## config.mk

```make
export PLATFORM = sky130hd
export DESIGN_NAME = tbp_port
export DESIGN_NICKNAME = d
export VERILOG_FILES = /design/src/hdl/tbp_pkg.sv /design/src/hdl/tbp_port.sv /design/src/hdl/tbp_sync.sv
export SDC_FILE = /design/constraint.sdc
export NUM_CORES = 1
export LEC_CHECK = 0
export CAP_MARGIN = 0
export CORE_UTILIZATION = 40
export DETAILED_ROUTE_END_ITERATION = 8
export DONT_BUFFER_PORTS = 1
export SLEW_MARGIN = 20
export SYNTH_ARGS = -nofsm -noshare
export SYNTH_HDL_FRONTEND = slang
export SYNTH_SLANG_ARGS = --single-unit
```

## constraint.sdc

```tcl
create_clock -name sys_clk_i -period 3.45 [get_ports sys_clk_i]
set_input_delay 0.8625 -clock sys_clk_i [delete_from_list [all_inputs] [get_ports sys_clk_i]]
set_output_delay 0.8625 -clock sys_clk_i [all_outputs]
set_load 0.05 [all_outputs]
```

## src/hdl/tbp_pkg.sv

```systemverilog
// Shared constants and helpers for the time-division backplane port.
// Assumes a 50 MHz system clock that oversamples every backplane clock.
package tbp_pkg;

  localparam int          N_LINKS      = 4;
  localparam longint      SYS_CLK_HZ   = 64'd50000000;
  localparam longint      T1_CLK_HZ    = 64'd1544000;
  localparam longint      E1_CLK_HZ    = 64'd2048000;
  localparam int          NCO_W        = 16;
  localparam logic [15:0] NCO_T1_INC   = 16'(((T1_CLK_HZ << NCO_W) + SYS_CLK_HZ / 2) / SYS_CLK_HZ);
  localparam logic [15:0] NCO_E1_INC   = 16'(((E1_CLK_HZ << NCO_W) + SYS_CLK_HZ / 2) / SYS_CLK_HZ);
  localparam int          NCO_MSB      = NCO_W - 1;

  // Frame geometry in backplane bits
  localparam logic [7:0]  T1_LAST      = 8'hC0;
  localparam logic [7:0]  E1_LAST      = 8'hFF;
  localparam logic [4:0]  T1_MF_LAST   = 5'h17;
  localparam logic [4:0]  E1_MF_LAST   = 5'h0F;
  localparam logic [4:0]  SF_HALF      = 5'h0C;
  localparam logic [4:0]  TS_OVH_A     = 5'h01;
  localparam logic [4:0]  TS_OVH_B     = 5'h10;
  localparam logic [2:0]  SIG_POS_LO   = 3'h4;
  localparam logic [2:0]  POS_LAST     = 3'h7;
  localparam logic [7:0]  T1_FIRST_END = 8'h08;
  localparam logic [7:0]  E1_FIRST_END = 8'h07;

  // Master frame pulse selections
  localparam logic [2:0]  FP_EVERY     = 3'h0;
  localparam logic [2:0]  FP_ALT       = 3'h1;
  localparam logic [2:0]  FP_MF        = 3'h2;
  localparam logic [2:0]  FP_MF_BOTH   = 3'h3;
  localparam logic [2:0]  FP_TS_OVH    = 3'h4;

  // Bit count after one backplane clock edge
  function automatic logic [7:0] tbp_adv(input logic e1, input logic [7:0] cnt);
    return (cnt == (e1 ? E1_LAST : T1_LAST)) ? 8'h00 : cnt + 8'h01;
  endfunction : tbp_adv

  // Bit position inside the timeslot; T1 skips the F-bit
  function automatic logic [2:0] tbp_pos(input logic e1, input logic [7:0] cnt);
    logic [7:0] c;
    c = e1 ? cnt : cnt - 8'h01;
    return c[2:0];
  endfunction : tbp_pos

  // Frame count after a frame wrap
  function automatic logic [4:0] tbp_frm(input logic e1, input logic [7:0] cnt, input logic [4:0] frm);
    if (cnt != 8'h00)
      return frm;
    return (frm == (e1 ? E1_MF_LAST : T1_MF_LAST)) ? 5'h00 : frm + 5'h01;
  endfunction : tbp_frm

endpackage : tbp_pkg

```

## src/hdl/tbp_port.sv

```systemverilog
// What this block does
// - Master receive data follows own link clock
// - Slave receive clock: own or link 1
// - Mux receive data interleaved, A equals B
// - Mux receive outputs follow mux clock
// - Signaling in b5-b8, timeslot aligned
// - Signaling updates on data clock edges
// - Mux signaling interleaved, A equals B
// - T1 master frame pulse points selectable
// - E1 master frame pulse points selectable
// - Frame pulse on link clock, invertible
// - Mux frame pulse sampled, invertible
// - Master clock out 1.544 or 2.048 MHz
// - Master transmit data sampled on own clock
// - Slave transmit clock: own or link 1
// - Mux transmit data from A or B
// - Transmit signaling b5-b8 with data
// - Transmit frame pulse driven or sampled
// Four-link system-side backplane port; core side is parallel bytes.
// Assumes backplane pins arrive asynchronous; configuration is on sys_clk_i.
`timescale 1ns/1ps
module tbp_port
  import tbp_pkg::*;
(
  // Clock and reset
  input  wire logic        sys_clk_i,
  input  wire logic        rstn_i,
  // Configuration: one bit per link, three bits per link for rx_fp_sel_i, and single bits for mux and output enable
  input  wire logic [3:0]  e1_mode_i,
  input  wire logic [3:0]  t1_esf_i,
  input  wire logic [3:0]  rx_master_i,
  input  wire logic [3:0]  rx_slave_clock_select_i,
  input  wire logic [3:0]  rx_frame_pulse_invert_i,
  input  wire logic [11:0] rx_fp_sel_i,
  input  wire logic [3:0]  tx_master_i,
  input  wire logic [3:0]  tx_slave_clock_select_i,
  input  wire logic [3:0]  tx_frame_pulse_invert_i,
  input  wire logic        rx_mux_i,
  input  wire logic        tx_mux_i,
  input  wire logic        mux_tx_use_b_i,
  input  wire logic        rx_output_enable_i,
  // Core receive side
  input  wire logic [31:0] core_rx_data_i,
  input  wire logic [15:0] core_rx_sig_i,
  output logic      [3:0]  core_rx_take_o,
  // Core transmit side
  output logic      [31:0] core_tx_data_o,
  output logic      [15:0] core_tx_sig_o,
  output logic      [3:0]  core_tx_valid_o,
  output logic      [3:0]  core_tx_first_o,
  // Receive backplane pins
  output logic      [3:0]  rx_sys_data_o,
  output logic      [3:0]  rx_sys_data_oe_o,
  output logic      [3:0]  rx_sys_signaling_o,
  output logic      [3:0]  rx_sys_signaling_oe_o,
  input  wire logic [3:0]  rx_sys_clock_i,
  output logic      [3:0]  rx_sys_clock_o,
  output logic      [3:0]  rx_sys_clock_oe_o,
  input  wire logic [3:0]  rx_sys_frame_pulse_i,
  output logic      [3:0]  rx_sys_frame_pulse_o,
  output logic      [3:0]  rx_sys_frame_pulse_oe_o,
  // Receive multiplexed pins
  input  wire logic        mux_rx_clock_i,
  input  wire logic        mux_rx_frame_pulse_i,
  output logic             mux_rx_data_a_o,
  output logic             mux_rx_data_b_o,
  output logic             mux_rx_signaling_a_o,
  output logic             mux_rx_signaling_b_o,
  output logic             mux_rx_oe_o,
  // Transmit backplane pins
  input  wire logic [3:0]  tx_sys_data_i,
  input  wire logic [3:0]  tx_sys_signaling_i,
  input  wire logic [3:0]  tx_sys_clock_i,
  output logic      [3:0]  tx_sys_clock_o,
  output logic      [3:0]  tx_sys_clock_oe_o,
  input  wire logic [3:0]  tx_sys_frame_pulse_i,
  output logic      [3:0]  tx_sys_frame_pulse_o,
  output logic      [3:0]  tx_sys_frame_pulse_oe_o,
  // Transmit multiplexed pins
  input  wire logic        mux_tx_clock_i,
  input  wire logic        mux_tx_data_a_i,
  input  wire logic        mux_tx_data_b_i,
  input  wire logic        mux_tx_signaling_a_i,
  input  wire logic        mux_tx_signaling_b_i
);

  localparam int SYNC_W = 31;

  typedef struct packed {
    logic [3:0][15:0] acc;
    logic [3:0][7:0]  rcnt;
    logic [3:0][4:0]  rfrm;
    logic [3:0][7:0]  rsh;
    logic [3:0][3:0]  rx_sys_signaling;
    logic [3:0]       rdat;
    logic [3:0]       rsigo;
    logic [3:0]       rfp;
    logic [3:0]       take;
    logic [3:0][7:0]  tcnt;
    logic [3:0][7:0]  tsh;
    logic [3:0][3:0]  tx_sys_signaling;
    logic [3:0]       tfp;
    logic [3:0][7:0]  tbyte;
    logic [3:0][3:0]  tnib;
    logic [3:0]       tval;
    logic [3:0]       tfirst;
    logic [9:0]       mcnt;
    logic [7:0]       msh;
    logic [3:0]       msig;
    logic             mdat;
    logic             msigo;
    logic [9:0]       mtcnt;
    logic [7:0]       mtsh;
    logic [3:0]       mtsig;
  } tbp_state_t;

  tbp_state_t          st;
  tbp_state_t          next_st;
  logic [SYNC_W-1:0]   sync_in;
  logic [SYNC_W-1:0]   sync_lvl;
  logic [SYNC_W-1:0]   sync_rise;
  logic [3:0]          rclk_r;
  logic [3:0]          rfp_l;
  logic [3:0]          tclk_r;
  logic [3:0]          tfp_l;
  logic [3:0]          td_l;
  logic [3:0]          ts_l;
  logic                mrclk_r;
  logic                mrfp_l;
  logic                mtclk_r;
  logic                mta_l;
  logic                mtb_l;
  logic                mtsa_l;
  logic                mtsb_l;

  // All backplane inputs pass the same two stages, keeping data aligned with clocks
  assign sync_in = {mux_tx_signaling_b_i, mux_tx_signaling_a_i, mux_tx_data_b_i, mux_tx_data_a_i,
                    mux_tx_clock_i, mux_rx_frame_pulse_i, mux_rx_clock_i, tx_sys_signaling_i,
                    tx_sys_data_i, tx_sys_frame_pulse_i, tx_sys_clock_i, rx_sys_frame_pulse_i,
                    rx_sys_clock_i};

  tbp_sync #(
    .W (SYNC_W)
  ) u_sync (
    .sys_clk_i (sys_clk_i),
    .rstn_i    (rstn_i),
    .async_i   (sync_in),
    .level_o   (sync_lvl),
    .rise_o    (sync_rise)
  );

  assign rclk_r  = sync_rise[3:0];
  assign rfp_l   = sync_lvl[7:4];
  assign tclk_r  = sync_rise[11:8];
  assign tfp_l   = sync_lvl[15:12];
  assign td_l    = sync_lvl[19:16];
  assign ts_l    = sync_lvl[23:20];
  assign mrclk_r = sync_rise[24];
  assign mrfp_l  = sync_lvl[25];
  assign mtclk_r = sync_rise[26];
  assign mta_l   = sync_lvl[27];
  assign mtb_l   = sync_lvl[28];
  assign mtsa_l  = sync_lvl[29];
  assign mtsb_l  = sync_lvl[30];

  // Master frame pulse point decode
  function automatic logic fp_hit(input logic e1, input logic esf, input logic [2:0] sel,
                                  input logic [7:0] c, input logic [4:0] frm);
    logic f0;
    f0 = (c == 8'h00);
    if (e1) begin
      unique case (sel)
        FP_EVERY:                 return f0;
        FP_ALT, FP_MF, FP_MF_BOTH: return f0 && (frm == 5'h00);
        FP_TS_OVH:                return (c[7:3] == TS_OVH_A) || (c[7:3] == TS_OVH_B);
        default:                  return 1'b0;
      endcase
    end
    unique case (sel)
      FP_EVERY:   return f0;
      FP_ALT:     return f0 && !frm[0];
      FP_MF:      return f0 && ((frm == 5'h00) || (!esf && frm == SF_HALF));
      FP_MF_BOTH: return f0 && (frm == 5'h00);
      default:    return 1'b0;
    endcase
  endfunction : fp_hit

  always_comb begin
    logic [15:0] acc_n;
    logic        nco_r;
    logic        edge_r;
    logic        edge_t;
    logic        fp_act;
    logic [7:0]  c;
    logic [2:0]  pos;
    logic        fb;
    logic [7:0]  byte_v;
    logic [1:0]  lk;
    acc_n   = '0;
    nco_r   = 1'b0;
    edge_r  = 1'b0;
    edge_t  = 1'b0;
    fp_act  = 1'b0;
    c       = '0;
    pos     = '0;
    fb      = 1'b0;
    byte_v  = '0;
    lk      = '0;
    next_st      = st;
    next_st.take = '0;
    next_st.tval = '0;
    for (int l = 0; l < N_LINKS; l++) begin
      // Fractional divider makes the master clock, gapped by phase steps
      acc_n = st.acc[l] + (e1_mode_i[l] ? NCO_E1_INC : NCO_T1_INC);
      nco_r = !st.acc[l][NCO_MSB] && acc_n[NCO_MSB];
      next_st.acc[l] = acc_n;
      edge_r = rx_master_i[l] ? nco_r : (rx_slave_clock_select_i[l] ? rclk_r[0] : rclk_r[l]);
      edge_t = tx_master_i[l] ? nco_r : (tx_slave_clock_select_i[l] ? tclk_r[0] : tclk_r[l]);
      // Receive link
      if (edge_r && !rx_mux_i) begin
        fp_act = !rx_master_i[l] && (rfp_l[l] ^ rx_frame_pulse_invert_i[l]);
        c      = fp_act ? 8'h00 : tbp_adv(e1_mode_i[l], st.rcnt[l]);
        pos    = tbp_pos(e1_mode_i[l], c);
        fb     = !e1_mode_i[l] && (c == 8'h00);
        next_st.rcnt[l] = c;
        next_st.rfrm[l] = tbp_frm(e1_mode_i[l], c, st.rfrm[l]);
        next_st.rsigo[l] = 1'b0;
        if (fb) begin
          next_st.rdat[l] = 1'b0;
        end else if (pos == 3'h0) begin
          byte_v = core_rx_data_i[l*8 +: 8];
          next_st.rdat[l] = byte_v[7];
          next_st.rsh[l]  = {byte_v[6:0], 1'b0};
          next_st.rx_sys_signaling[l] = core_rx_sig_i[l*4 +: 4];
          next_st.take[l] = 1'b1;
        end else begin
          next_st.rdat[l] = st.rsh[l][7];
          next_st.rsh[l]  = {st.rsh[l][6:0], 1'b0};
          if (pos >= SIG_POS_LO) begin
            next_st.rsigo[l] = st.rx_sys_signaling[l][2'(POS_LAST - pos)];
          end
        end
        next_st.rfp[l] = rx_master_i[l] &&
                         fp_hit(e1_mode_i[l], t1_esf_i[l], rx_fp_sel_i[l*3 +: 3], c, next_st.rfrm[l]);
      end
      // Transmit link
      if (edge_t && !tx_mux_i) begin
        fp_act = !tx_master_i[l] && (tfp_l[l] ^ tx_frame_pulse_invert_i[l]);
        c      = fp_act ? 8'h00 : tbp_adv(e1_mode_i[l], st.tcnt[l]);
        pos    = tbp_pos(e1_mode_i[l], c);
        fb     = !e1_mode_i[l] && (c == 8'h00);
        next_st.tcnt[l] = c;
        next_st.tfp[l]  = tx_master_i[l] && (c == 8'h00);
        if (!fb) begin
          next_st.tsh[l] = {st.tsh[l][6:0], td_l[l]};
          if (pos >= SIG_POS_LO) begin
            next_st.tx_sys_signaling[l] = {st.tx_sys_signaling[l][2:0], ts_l[l]};
          end
          if (pos == POS_LAST) begin
            next_st.tbyte[l]  = {st.tsh[l][6:0], td_l[l]};
            next_st.tnib[l]   = {st.tx_sys_signaling[l][2:0], ts_l[l]};
            next_st.tval[l]   = 1'b1;
            next_st.tfirst[l] = (c == (e1_mode_i[l] ? E1_FIRST_END : T1_FIRST_END));
          end
        end
      end
    end
    // Receive multiplexed bus, slot order link 1..4 within each timeslot
    if (mrclk_r && rx_mux_i) begin
      fp_act = mrfp_l ^ rx_frame_pulse_invert_i[0];
      next_st.mcnt = fp_act ? 10'h000 : st.mcnt + 10'h001;
      lk  = next_st.mcnt[4:3];
      pos = next_st.mcnt[2:0];
      next_st.msigo = 1'b0;
      if (pos == 3'h0) begin
        byte_v = core_rx_data_i[lk*8 +: 8];
        next_st.mdat     = byte_v[7];
        next_st.msh      = {byte_v[6:0], 1'b0};
        next_st.msig     = core_rx_sig_i[lk*4 +: 4];
        next_st.take[lk] = 1'b1;
      end else begin
        next_st.mdat = st.msh[7];
        next_st.msh  = {st.msh[6:0], 1'b0};
        if (pos >= SIG_POS_LO) begin
          next_st.msigo = st.msig[2'(POS_LAST - pos)];
        end
      end
    end
    // Transmit multiplexed bus, A or B chosen by configuration
    if (mtclk_r && tx_mux_i) begin
      fp_act = tfp_l[0] ^ tx_frame_pulse_invert_i[0];
      c = 8'h00;
      next_st.mtcnt = fp_act ? 10'h000 : st.mtcnt + 10'h001;
      lk  = next_st.mtcnt[4:3];
      pos = next_st.mtcnt[2:0];
      next_st.mtsh = {st.mtsh[6:0], mux_tx_use_b_i ? mtb_l : mta_l};
      if (pos >= SIG_POS_LO) begin
        next_st.mtsig = {st.mtsig[2:0], mux_tx_use_b_i ? mtsb_l : mtsa_l};
      end
      if (pos == POS_LAST) begin
        next_st.tbyte[lk]  = {st.mtsh[6:0], mux_tx_use_b_i ? mtb_l : mta_l};
        next_st.tnib[lk]   = {st.mtsig[2:0], mux_tx_use_b_i ? mtsb_l : mtsa_l};
        next_st.tval[lk]   = 1'b1;
        next_st.tfirst[lk] = (next_st.mtcnt[9:5] == 5'h00);
      end
    end
  end

  always_ff @(posedge sys_clk_i or negedge rstn_i) begin
    if (!rstn_i) begin
      st <= '0;
    end else begin
      st <= next_st;
    end
  end

  // Core side
  assign core_rx_take_o  = st.take;
  assign core_tx_data_o  = st.tbyte;
  assign core_tx_sig_o   = st.tnib;
  assign core_tx_valid_o = st.tval;
  assign core_tx_first_o = st.tfirst;

  // Receive pins; data floats when disabled or in multiplexed mode
  assign rx_sys_data_o           = st.rdat;
  assign rx_sys_signaling_o      = st.rsigo;
  assign rx_sys_data_oe_o        = {4{rx_output_enable_i && !rx_mux_i}};
  assign rx_sys_signaling_oe_o   = {4{rx_output_enable_i && !rx_mux_i}};
  assign rx_sys_frame_pulse_o    = st.rfp ^ rx_frame_pulse_invert_i;
  assign rx_sys_frame_pulse_oe_o = rx_master_i & {4{!rx_mux_i}};

  // Master clocks straight from divider flops
  for (genvar g = 0; g < N_LINKS; g++) begin : g_clk
    assign rx_sys_clock_o[g] = st.acc[g][NCO_MSB];
    assign tx_sys_clock_o[g] = st.acc[g][NCO_MSB];
  end
  assign rx_sys_clock_oe_o       = rx_master_i & {4{!rx_mux_i}};
  assign tx_sys_clock_oe_o       = tx_master_i & {4{!tx_mux_i}};
  assign tx_sys_frame_pulse_o    = st.tfp ^ tx_frame_pulse_invert_i;
  assign tx_sys_frame_pulse_oe_o = tx_master_i & {4{!tx_mux_i}};

  // Multiplexed receive; B mirrors A as a backup
  assign mux_rx_data_a_o      = st.mdat;
  assign mux_rx_data_b_o      = st.mdat;
  assign mux_rx_signaling_a_o = st.msigo;
  assign mux_rx_signaling_b_o = st.msigo;
  assign mux_rx_oe_o          = rx_output_enable_i && rx_mux_i;

endmodule : tbp_port

```

## src/hdl/tbp_sync.sv

```systemverilog
// Two-stage synchroniser with rising-edge detect behind the second stage.
// Assumes inputs asynchronous to sys_clk_i and slower than a third of it.
`timescale 1ns/1ps
module tbp_sync #(
  parameter int W = 8
) (
  // Clock and reset
  input  wire logic         sys_clk_i,
  input  wire logic         rstn_i,
  // Asynchronous inputs
  input  wire logic [W-1:0] async_i,
  // Synchronised level and rising edge
  output logic      [W-1:0] level_o,
  output logic      [W-1:0] rise_o
);

  if (W < 1) begin : g_chk
    $error("tbp_sync: W must be at least 1");
  end

  typedef struct packed {
    logic [W-1:0] s1;
    logic [W-1:0] s2;
    logic [W-1:0] s3;
  } tbp_sync_t;

  tbp_sync_t st;
  tbp_sync_t next_st;

  always_comb begin
    next_st    = st;
    next_st.s1 = async_i;
    next_st.s2 = st.s1;
    next_st.s3 = st.s2;
  end

  always_ff @(posedge sys_clk_i or negedge rstn_i) begin
    if (!rstn_i) begin
      st <= '0;
    end else begin
      st <= next_st;
    end
  end

  assign level_o = st.s2;
  assign rise_o  = st.s2 & ~st.s3;

endmodule : tbp_sync

```

==> impl_metrics.csv, run 1 <==
group,metric,value,unit
status,status,"completed",
critical_path,cp_max_fo,7,
global_route,grt_pass1_wl,84.4,mm
critical_path,critPathMaxStageDelay,500,ps
global_route,antenna_found_initial,2,
timing,finalHoldViolCount,0,
floorplan,dieWidth,237,µm
drt,via_per_inst,5.48,
layout,antenna_cells,0,
critical_path,crit_cells,12,
synth,synthCells,2228,
power_and_ir_drop,power.density,760,nW/µm²
layout,fin_util,0.466,
clocking,clock_latency,590,ps
placed_design,gp_congestion,0.860,
drt,ant_nets,0,
global_route,grt_remaining_overflow,0,
clocking,h-tree-depth,2,
clocking,numCtsBuffers,48,
placed_design,numPortBuffers,0,
critical_path,critical_path_required,3920,ps
clocking,root_buffer,"clkbuf_16",
floorplan,io_pins,242,
timing,tightest_slew,937,ps
critical_path,path_delay_family,"compound AO/OA/AOI/OAI gates",
floorplan,die_y,237,µm
synth,synth-edff-count,0,
synth,syn-num-nets,2419,
drt,vias,16300,
critical_path,endpoint_kind,"flip-flop",
critical_path,crit_type,"reg -> reg",
power_and_ir_drop,total_leakage_power,11.3,nW
synth,ys_async_sr_fraction,1.00,
critical_path,r2r_end,"st[191]",
timing,drv_slew,0,
synth,synth.area.top_cells,"dfrtp_1 47%, o21ai_0 4.4%, mux2_2 4.2%",
timing,finalCriticalPeriod,3280,ps
clocking,cts_buffer_depth,3,
drt,post-route-drc-count,0,
timing,relSlewSlack,0.376,
placed_design,dp_hpwl,37.1,mm
critical_path,reg2reg_slack,170,ps
drt,wl,52.6,mm
drt,dr.first_iter.drc_count,884,
critical_path,critPathBufInv,2,
drt,drtPass1Iterations,5,
drt,wl_per_cell,17.7,µm
synth,syn_area,22000,µm²
critical_path,timing.rr.start,"st[278]",
power_and_ir_drop,ir_drop,443,µV
global_route,grt_max_degree,411,
synth,ys_top_cells_by_count,"410 x dfrtp_1, 245 x nand2_1, 193 x o21ai_0",
layout,final_layout_size_suffix_gt1_frac,0.188,
clocking,clk_pin_slew,60,ps
timing,setup_violations,0,
synth,synth_area_per_cell,9.87,µm²
timing,setup_slack,167,ps
floorplan,start_util,0.407,
clocking,cts.sinks,410,
layout,area_growth,14.5,%
timing,period_share,0.952,
timing,fmax,305,MHz
synth,seq_area_frac_synth,0.466,
critical_path,path_cells,"or4_1 > nor4_2 > o211a_1 > or3_1 > ha_1 > inv_1 > a311o_1 > buf_4 > a221oi_4 > and3_1 > nor3_1 > o41ai_2",
global_route,grtUsageTotal,0.185,
timing,clock-skew-final,28.9,ps
floorplan,core-area,54000,µm²
critical_path,r2r_cells,12,
critical_path,setup.worst_path.start_class,"flip-flop",
synth,synth_top_area_frac,0.466,
synth,yosysMostFrequentCell,"dfrtp_1",
clocking,cts_tree,"built",
global_route,grt_pass1_vias,16000,
flow_run,maxCapViolCount,0,
layout,layout.nets,2425,
placed_design,pre_cts_ws,-558,ps
hold_path,holdCritPathClass,"in -> async",
synth,synth_area_leader_cell,"dfrtp_1",
critical_path,cp.arrival,3760,ps
floorplan,fp-row-count,85,
synth,synth_warnings,0,
floorplan,dieArea,55900,µm²
synth,synth-seq-cells,410,
synth,synth_cell_types,82,
critical_path,slowest_stage,"or4_1",
synth,synth_top_flop_cell,"dfrtp_1",
-- layout by cell type (no fill, tap or decap), drive strengths merged, types with 7 or more instances in the layout --
master / count
dfrtp: 410
nand2: 245
o21ai: 194
buf: 155
nor2: 130
mux2i: 89
a21oi: 86
mux2: 83
nand3: 73
clkbuf: 68
xnor2: 63
ha: 62
inv: 55
nor3: 46
xor2: 39
nand2b: 38
o31ai: 36
nor2b: 32
and3: 28
a21o: 23
nand4: 21
or2: 18
and2: 18
a31oi: 16
or3: 15
o211ai: 14
a311oi: 14
nor4: 14
clkinv: 13
or4: 12
nor3b: 10
a211oi: 10
o41ai: 10
nand3b: 9
bufinv: 9
a22o: 8
a32o: 8
and4: 7
o22ai: 7
-- worst max path at each step --
| stage | start | endpoint | slack [ps] |
|---|---|---|---|
| 2_1_floorplan | e1_mode_i[2] | core_tx_data_o[16] | -540 |
| 3_3_place_gp | e1_mode_i[3] | core_tx_sig_o[15] | -530 |
| 3_5_place_dp | e1_mode_i[3] | core_tx_data_o[24] | -560 |
| 4_1_cts | st[336] | core_tx_data_o[16] | 70 |
| 5_1_grt | st[178] | core_tx_first_o[3] | -60 |
| 6_report | st[278] | st[191] | 170 |
-- cell type report --
| class | instances | area, µm² |
|---|---|---|
| inverters | 55 | 246 |
| repair buffers | 158 | 1350 |
| well taps | 696 | 871 |
| flip-flops and latches | 410 | 10300 |
| fillers | 4993 | 28800 |
| clock buffers | 65 | 1360 |
| multi-input cells | 1561 | 10700 |
| clock inverters | 24 | 398 |
-- worst reg2reg max path, stage by stage (launching register included) --
cell      delay, ps
dfrtp_1         450
or4_1           500
nor4_2          210
o211a_1         210
or3_1           170
ha_1            220
inv_1            50
a311o_1         320
buf_4           170
a221oi_4        320
and3_1          190
nor3_1           60
o41ai_2         320
-- registers in the layout, indices dropped and copies added, names as in the netlist, 4 cells and up --
name	count
core_tx_valid_o	4
st	264
rx_sys_data_o	4
core_tx_sig_o	16
u_sync.next_st	31
rx_sys_clock_o	4
core_tx_first_o	4
rx_sys_signaling_o	4
core_tx_data_o	32
u_sync.level_o	31
u_sync.st	10
core_rx_take_o	4
-- power by group --
part           switching, mW  internal (mW)
clock                   2.12           3.45
combinational           3.05           2.94
sequential              1.56           6.02
total                   6.74           12.4
-- layer usage --
metal  part of all wire  wire (µm)  track usage
met2               0.48      25100        0.303
met1               0.44      23100        0.242
met3              0.065       3430       0.0480
met4              0.018        924       0.0474
met5            0.00025         13            0
-- repair_timing --
action / in CTS / in global routing
pin swaps: 0 / 15
hold endpoints to repair: 364 / 31
buffers inserted: 1 / 3
gates cloned: 0 / 3
endpoints found under the setup margin: 13 / 95
gates resized for setup: 0 / 24
-- stage by stage --
step	instance area [µm²]	power, mW	hold WS, ps	setup TNS, ps	std cells
2_1_floorplan	22400	12.2	331	-25950	2228
3_3_place_gp	23200	13.3	332	-45980	2872
3_5_place_dp	23200	13.5	335	-54510	2872
4_1_cts	25000	19.2	-40.9	0	2962
5_1_grt	25200	20.4	-38.2	-232	2969
6_report	25200	19.1	0.337	0	2969
-- kinds of logic after synthesis --
logic type / synth area share
and+or+nand+nor: 0.165
AOI/OAI and AO/OA: 0.142
DFF: 0.466
buffers and inverters: 0.0627
muxes: 0.0881
xor gates and xnor gates: 0.0406
adders and majority gates: 0.0357
Note: power is estimated with default switching activity, not from simulation.
==> run 2: changes to the inputs <==
--- a/config.mk
+++ b/config.mk
@@ -6,6 +6,7 @@
 export NUM_CORES = 1
 export LEC_CHECK = 0
 export CAP_MARGIN = 0
+export CORE_ASPECT_RATIO = 0.5
 export CORE_UTILIZATION = 40
 export DETAILED_ROUTE_END_ITERATION = 8
 export DONT_BUFFER_PORTS = 1
==> impl_metrics.csv, run 2 (same netlist as run 1, synthesis figures left out) <==
group,metric,value,unit
timing,fmax,305,MHz
timing,relSlewSlack,0.228,
hold_path,holdCritPathClass,"in -> async",
critical_path,endpoint_kind,"flip-flop",
floorplan,die_y,168,µm
placed_design,placed_area,23300,µm²
floorplan,io_pins,242,
critical_path,r2r_end,"st[214]",
timing,finalHoldViolCount,0,
drt,routed.top_layer,"met4",
timing,period_share,0.950,
drt,post-route-drc-count,0,
clocking,clk_pin_slew,60,ps
timing,drv_slew,0,
critical_path,setup.worst_path.start_class,"flip-flop",
clocking,h-tree-depth,2,
power_and_ir_drop,power.density,739,nW/µm²
layout,final_layout_size_suffix_gt1_frac,0.188,
clocking,cts_tree,"built",
layout,regArea,10300,µm²
status,status,"completed",
clocking,clock_latency,570,ps
critical_path,reg2reg_slack,170,ps
power_and_ir_drop,power,18.5,mW
power_and_ir_drop,total_leakage_power,11.2,nW
floorplan,dieWidth,334,µm
critical_path,r2r_cells,19,
drt,drtPass1Iterations,6,
power_and_ir_drop,ir_drop,325,µV
timing,setup_violations,0,
drt,wl_met2,24.6,mm
layout,area_growth,13.5,%
layout,top_register,"st",
drt,wl_per_cell,17.3,µm
timing,clock-skew-final,19.5,ps
critical_path,cp_max_fo,5,
drt,vias,16100,
timing,finalCriticalPeriod,3280,ps
floorplan,dieArea,56000,µm²
drt,wl_met1,23.3,mm
floorplan,fp-row-count,60,
drt,dr.first_iter.drc_count,1308,
global_route,grt_pass1_vias,15600,
global_route,grt_pass1_wl,83.7,mm
drt,wl_met3,2.54,mm
global_route,grtUsageTotal,0.184,
timing,tightest_slew,1160,ps
clocking,numCtsBuffers,40,
layout,final_common_cell,"dfrtp_1",
floorplan,core-area,54100,µm²
global_route,grt_max_degree,321,
clocking,root_buffer,"clkbuf_16",
drt,wl,51.6,mm
drt,via_per_inst,5.38,
global_route,grt_remaining_overflow,0,
clocking,cts_buffer_depth,3,
layout,largest_reg_flops,264,
critical_path,timing.rr.start,"st[354]",
flow_run,maxCapViolCount,0,
placed_design,numPortBuffers,0,
layout,multi_input_comb_area,10700,µm²
critical_path,cp.arrival,3720,ps
placed_design,gp_congestion,0.866,
layout,nFillCells,5043,
clocking,cts.sinks,410,
critical_path,crit_type,"reg -> reg",
layout,final_cell_mix,"410 x dfrtp_1, 243 x nand2_1, 161 x buf_4",
global_route,antenna_found_initial,1,
layout,layout.nets,2432,
critical_path,critical_path_required,3890,ps
layout,final_area,25000,µm²
floorplan,start_util,0.407,
placed_design,dp_hpwl,36.6,mm
drt,ant_nets,0,
==> run 2: cell types whose count changed in the layout (fill, tap and decap cells not counted), sizes merged <==
cell | previous run | this run
diode | 0 | 1
clkbuf | 68 | 52
clkinv | 13 | 8
clkinvlp | 2 | 0
dlygate4sd3 | 0 | 1
inv | 55 | 60
bufinv | 9 | 7
buf | 155 | 171
==> run 2: how the worst max path moves through the flow <==
stage                            start            endpoint
final                          st[354]             st[214]
after global routing           st[354]             st[214]
after CTS                      st[352]  core_tx_data_o[26]
after detailed placement  e1_mode_i[3]   core_tx_sig_o[12]
after global placement    e1_mode_i[3]  core_tx_data_o[26]
after floorplan           e1_mode_i[2]  core_tx_data_o[16]
==> run 2: worst max-delay path, stage by stage (launching register included) <==
cell and delay [ps]:
dfrtp_1 370, ha_1 300, o21ai_2 90, a21boi_2 90, o21ai_2 130, or3b_4 410, a21oi_4 160, nor2b_1 60
o21ai_1 150, nor2_1 80, ha_2 220, buf_4 140, buf_4 140, nand2_1 50, o21ai_1 50, nand2b_1 90
a21o_1 140, inv_2 50, and2_4 150, mux2_4 290
==> run 2: final cells by class <==
cell class | instances | area share
clock inverters | 20 | 0.0130
multi-input cells | 1561 | 0.429
repair buffers | 173 | 0.0567
diodes | 1 | 0.000100
inverters | 55 | 0.00987
clock buffers | 51 | 0.0446
flip-flops and latches | 410 | 0.411
well taps | 713 | 0.0357
==> run 2: stage by stage <==
stage          hold WS, ps   util  TNS (ps)  worst slack [ps]  instances
6_report              54.2  0.462         0               173       2984
5_1_grt               17.4  0.462      -168             -48.4       2984
4_1_cts               3.10  0.458         0              47.6       2977
3_5_place_dp           335  0.431    -56100              -478       2904
3_3_place_gp           331  0.431    -48250              -464       2904
2_1_floorplan          331      -    -25950              -542       2228
==> run 2: repair_timing <==
| item | in CTS | in global routing |
|---|---|---|
| setup buffers | 0 | 5 |
| hold buffers | 2 | 0 |
| resized for setup | 0 | 29 |
| setup endpoints to repair | 0 | 117 |
| endpoints found under the hold margin | 84 | 0 |
==> run 2: per-layer routing <==
| layer | GRT usage | vias up |
|---|---|---|
| li1 | - | 7865 |
| met2 | 0.300 | 304 |
| met4 | 0.0493 | 0 |
| met5 | 0 | - |
| met3 | 0.0352 | 75 |
| met1 | 0.250 | 7807 |
==> run 2: power breakdown <==
group          total [mW]  leakage (nW)  switching (mW)  internal (mW)
logic                6.01          5.27            3.03           2.98
clock network        4.86         0.710            2.02           2.84
registers            7.58          5.25            1.57           6.01
==> run 3: changes to the inputs <==
--- a/config.mk
+++ b/config.mk
@@ -10,6 +10,7 @@
 export CORE_UTILIZATION = 40
 export DETAILED_ROUTE_END_ITERATION = 8
 export DONT_BUFFER_PORTS = 1
+export HOLD_SLACK_MARGIN = 0.1
 export SLEW_MARGIN = 20
 export SYNTH_ARGS = -nofsm -noshare
 export SYNTH_HDL_FRONTEND = slang
==> impl_metrics.csv, run 3 (same netlist as run 1, synthesis figures left out) <==
group,metric,value,unit
status,status,"completed",
flow_run,maxCapViolCount,0,
hold_path,holdCritPathClass,"in -> async",
placed_design,pre_cts_ws,-478,ps
global_route,grt_pass1_wl,83.5,mm
critical_path,endpoint_kind,"flip-flop",
global_route,grt_pass1_vias,15600,
layout,multi_input_comb_area,10700,µm²
drt,dr.first_iter.drc_count,1233,
timing,clock-skew-final,22.1,ps
critical_path,critPathMaxStageDelay,410,ps
floorplan,io_pins,242,
layout,final_cells,2982,
floorplan,fp-row-count,60,
timing,fin_hold_ws,16.1,ps
critical_path,slowest_stage,"or3b_4",
layout,final_layout_size_suffix_gt1_frac,0.188,
power_and_ir_drop,power.density,739,nW/µm²
placed_design,dp_hpwl,36.6,mm
global_route,grt_max_degree,411,
layout,fin_util,0.461,
power_and_ir_drop,power,18.4,mW
critical_path,crit_type,"reg -> reg",
critical_path,timing.rr.start,"st[354]",
clocking,cts_buffer_depth,3,
layout,largest_reg_flops,264,
layout,regArea,10300,µm²
timing,fmax,306,MHz
timing,period_share,0.949,
critical_path,startpoint,"st[354]",
critical_path,path_cells,"ha_1 > o21ai_2 > a21boi_2 > o21ai_2 > or3b_4 > a21oi_4 > nor2b_1 > o21ai_1 > nor2_1 > ha_2 > buf_4 > buf_4 > nand2_1 > o21ai_1 > nand2b_1 > a21o_1 > inv_2 > and2_4 > mux2_4",
critical_path,cp_max_fo,5,
placed_design,gp_congestion,0.866,
drt,wl,51.5,mm
layout,final_cell_mix,"410 x dfrtp_1, 243 x nand2_1, 161 x buf_4",
timing,setup_slack,177,ps
timing,finalCriticalPeriod,3270,ps
timing,finalHoldViolCount,0,
layout,area_growth,13.3,%
floorplan,die_y,168,µm
floorplan,dieWidth,334,µm
drt,wl_per_cell,17.3,µm
timing,finalSetupTns,0,ps
clocking,clk_pin_slew,60,ps
global_route,antenna_found_initial,1,
floorplan,dieArea,56000,µm²
timing,tightest_slew,1220,ps
power_and_ir_drop,ir_drop,325,µV
floorplan,core-area,54100,µm²
layout,layout.nets,2430,
clocking,cts_tree,"built",
global_route,grt_remaining_overflow,0,
layout,final_common_cell,"dfrtp_1",
placed_design,dp.cells,2904,
clocking,clock_latency,570,ps
critical_path,cp.arrival,3720,ps
clocking,h-tree-depth,2,
drt,post-route-drc-count,0,
drt,vias,16000,
clocking,numCtsBuffers,40,
clocking,cts.sinks,410,
global_route,grtUsageTotal,0.183,
timing,drv_slew,0,
layout,top_register,"st",
drt,ant_nets,0,
clocking,root_buffer,"clkbuf_16",
floorplan,start_util,0.407,
placed_design,placed_area,23300,µm²
drt,drtPass1Iterations,7,
critical_path,critical_path_required,3890,ps
placed_design,numPortBuffers,0,
layout,nFillCells,5045,
timing,setup_violations,0,
critical_path,setup.worst_path.start_class,"flip-flop",
layout,final_area,24900,µm²
drt,via_per_inst,5.38,
power_and_ir_drop,total_leakage_power,11.2,nW
timing,relSlewSlack,0.187,
## run 3: changes by cell type in the layout (fill, tap and decap cells not counted), sizes merged
cell	before	now
dlygate4sd3	1	0
buf	171	170
## run 3: metal layers
metal	routed length [µm]	global-route usage	vias up
met2	24400	0.300	289
met1	23700	0.248	7810
met3	2280	0.0349	79
met5	0	0	-
li1	-	-	7864
met4	1130	0.0493	0
## run 3: repair_timing
item                       in CTS  in global routing
hold endpoints to repair      410                133
setup endpoints to repair       0                117
setup buffers                   0                  5
gates resized for setup         0                 29
## run 3: worst max-delay path, delay by kind of cell (launching register included)
| family | cells | cell delay [ps] |
|---|---|---|
| muxes | 1 | 290 |
| buffers and inverters | 3 | 330 |
| DFF | 1 | 370 |
| and+or+nand+nor | 6 | 840 |
| adders and majority gates | 2 | 520 |
| AOI/OAI and AO/OA | 7 | 810 |
## run 3: final cells by class
| type | instances | area share |
|---|---|---|
| Antenna cell | 1 | 0.000100 |
| Multi-Input combinational cell | 1561 | 0.430 |
| Timing Repair Buffer | 171 | 0.0553 |
| Sequential cell | 410 | 0.412 |
| Inverter | 55 | 0.00989 |
| Clock buffer | 51 | 0.0446 |
| Clock inverter | 20 | 0.0130 |
| Tap cell | 713 | 0.0358 |
## run 3: worst paths after layout
check	to	slack, ps	cells past startpoint
max	st[214]	180	19
max reg2reg	st[214]	180	19
min	st[246]	20	0
max in group asynchronous	st[363]	2460	0
min reg2reg	u_sync.level_o[24]	330	0
min in group sys_clk_i	u_sync.next_st[42]	310	0
## run 3: power by group
group	switching [mW]	leakage (nW)	internal [mW]
combinational	3.01	5.26	2.97
sequential	1.57	5.25	6.01
clock	2.03	0.710	2.84
total	6.61	11.2	11.8
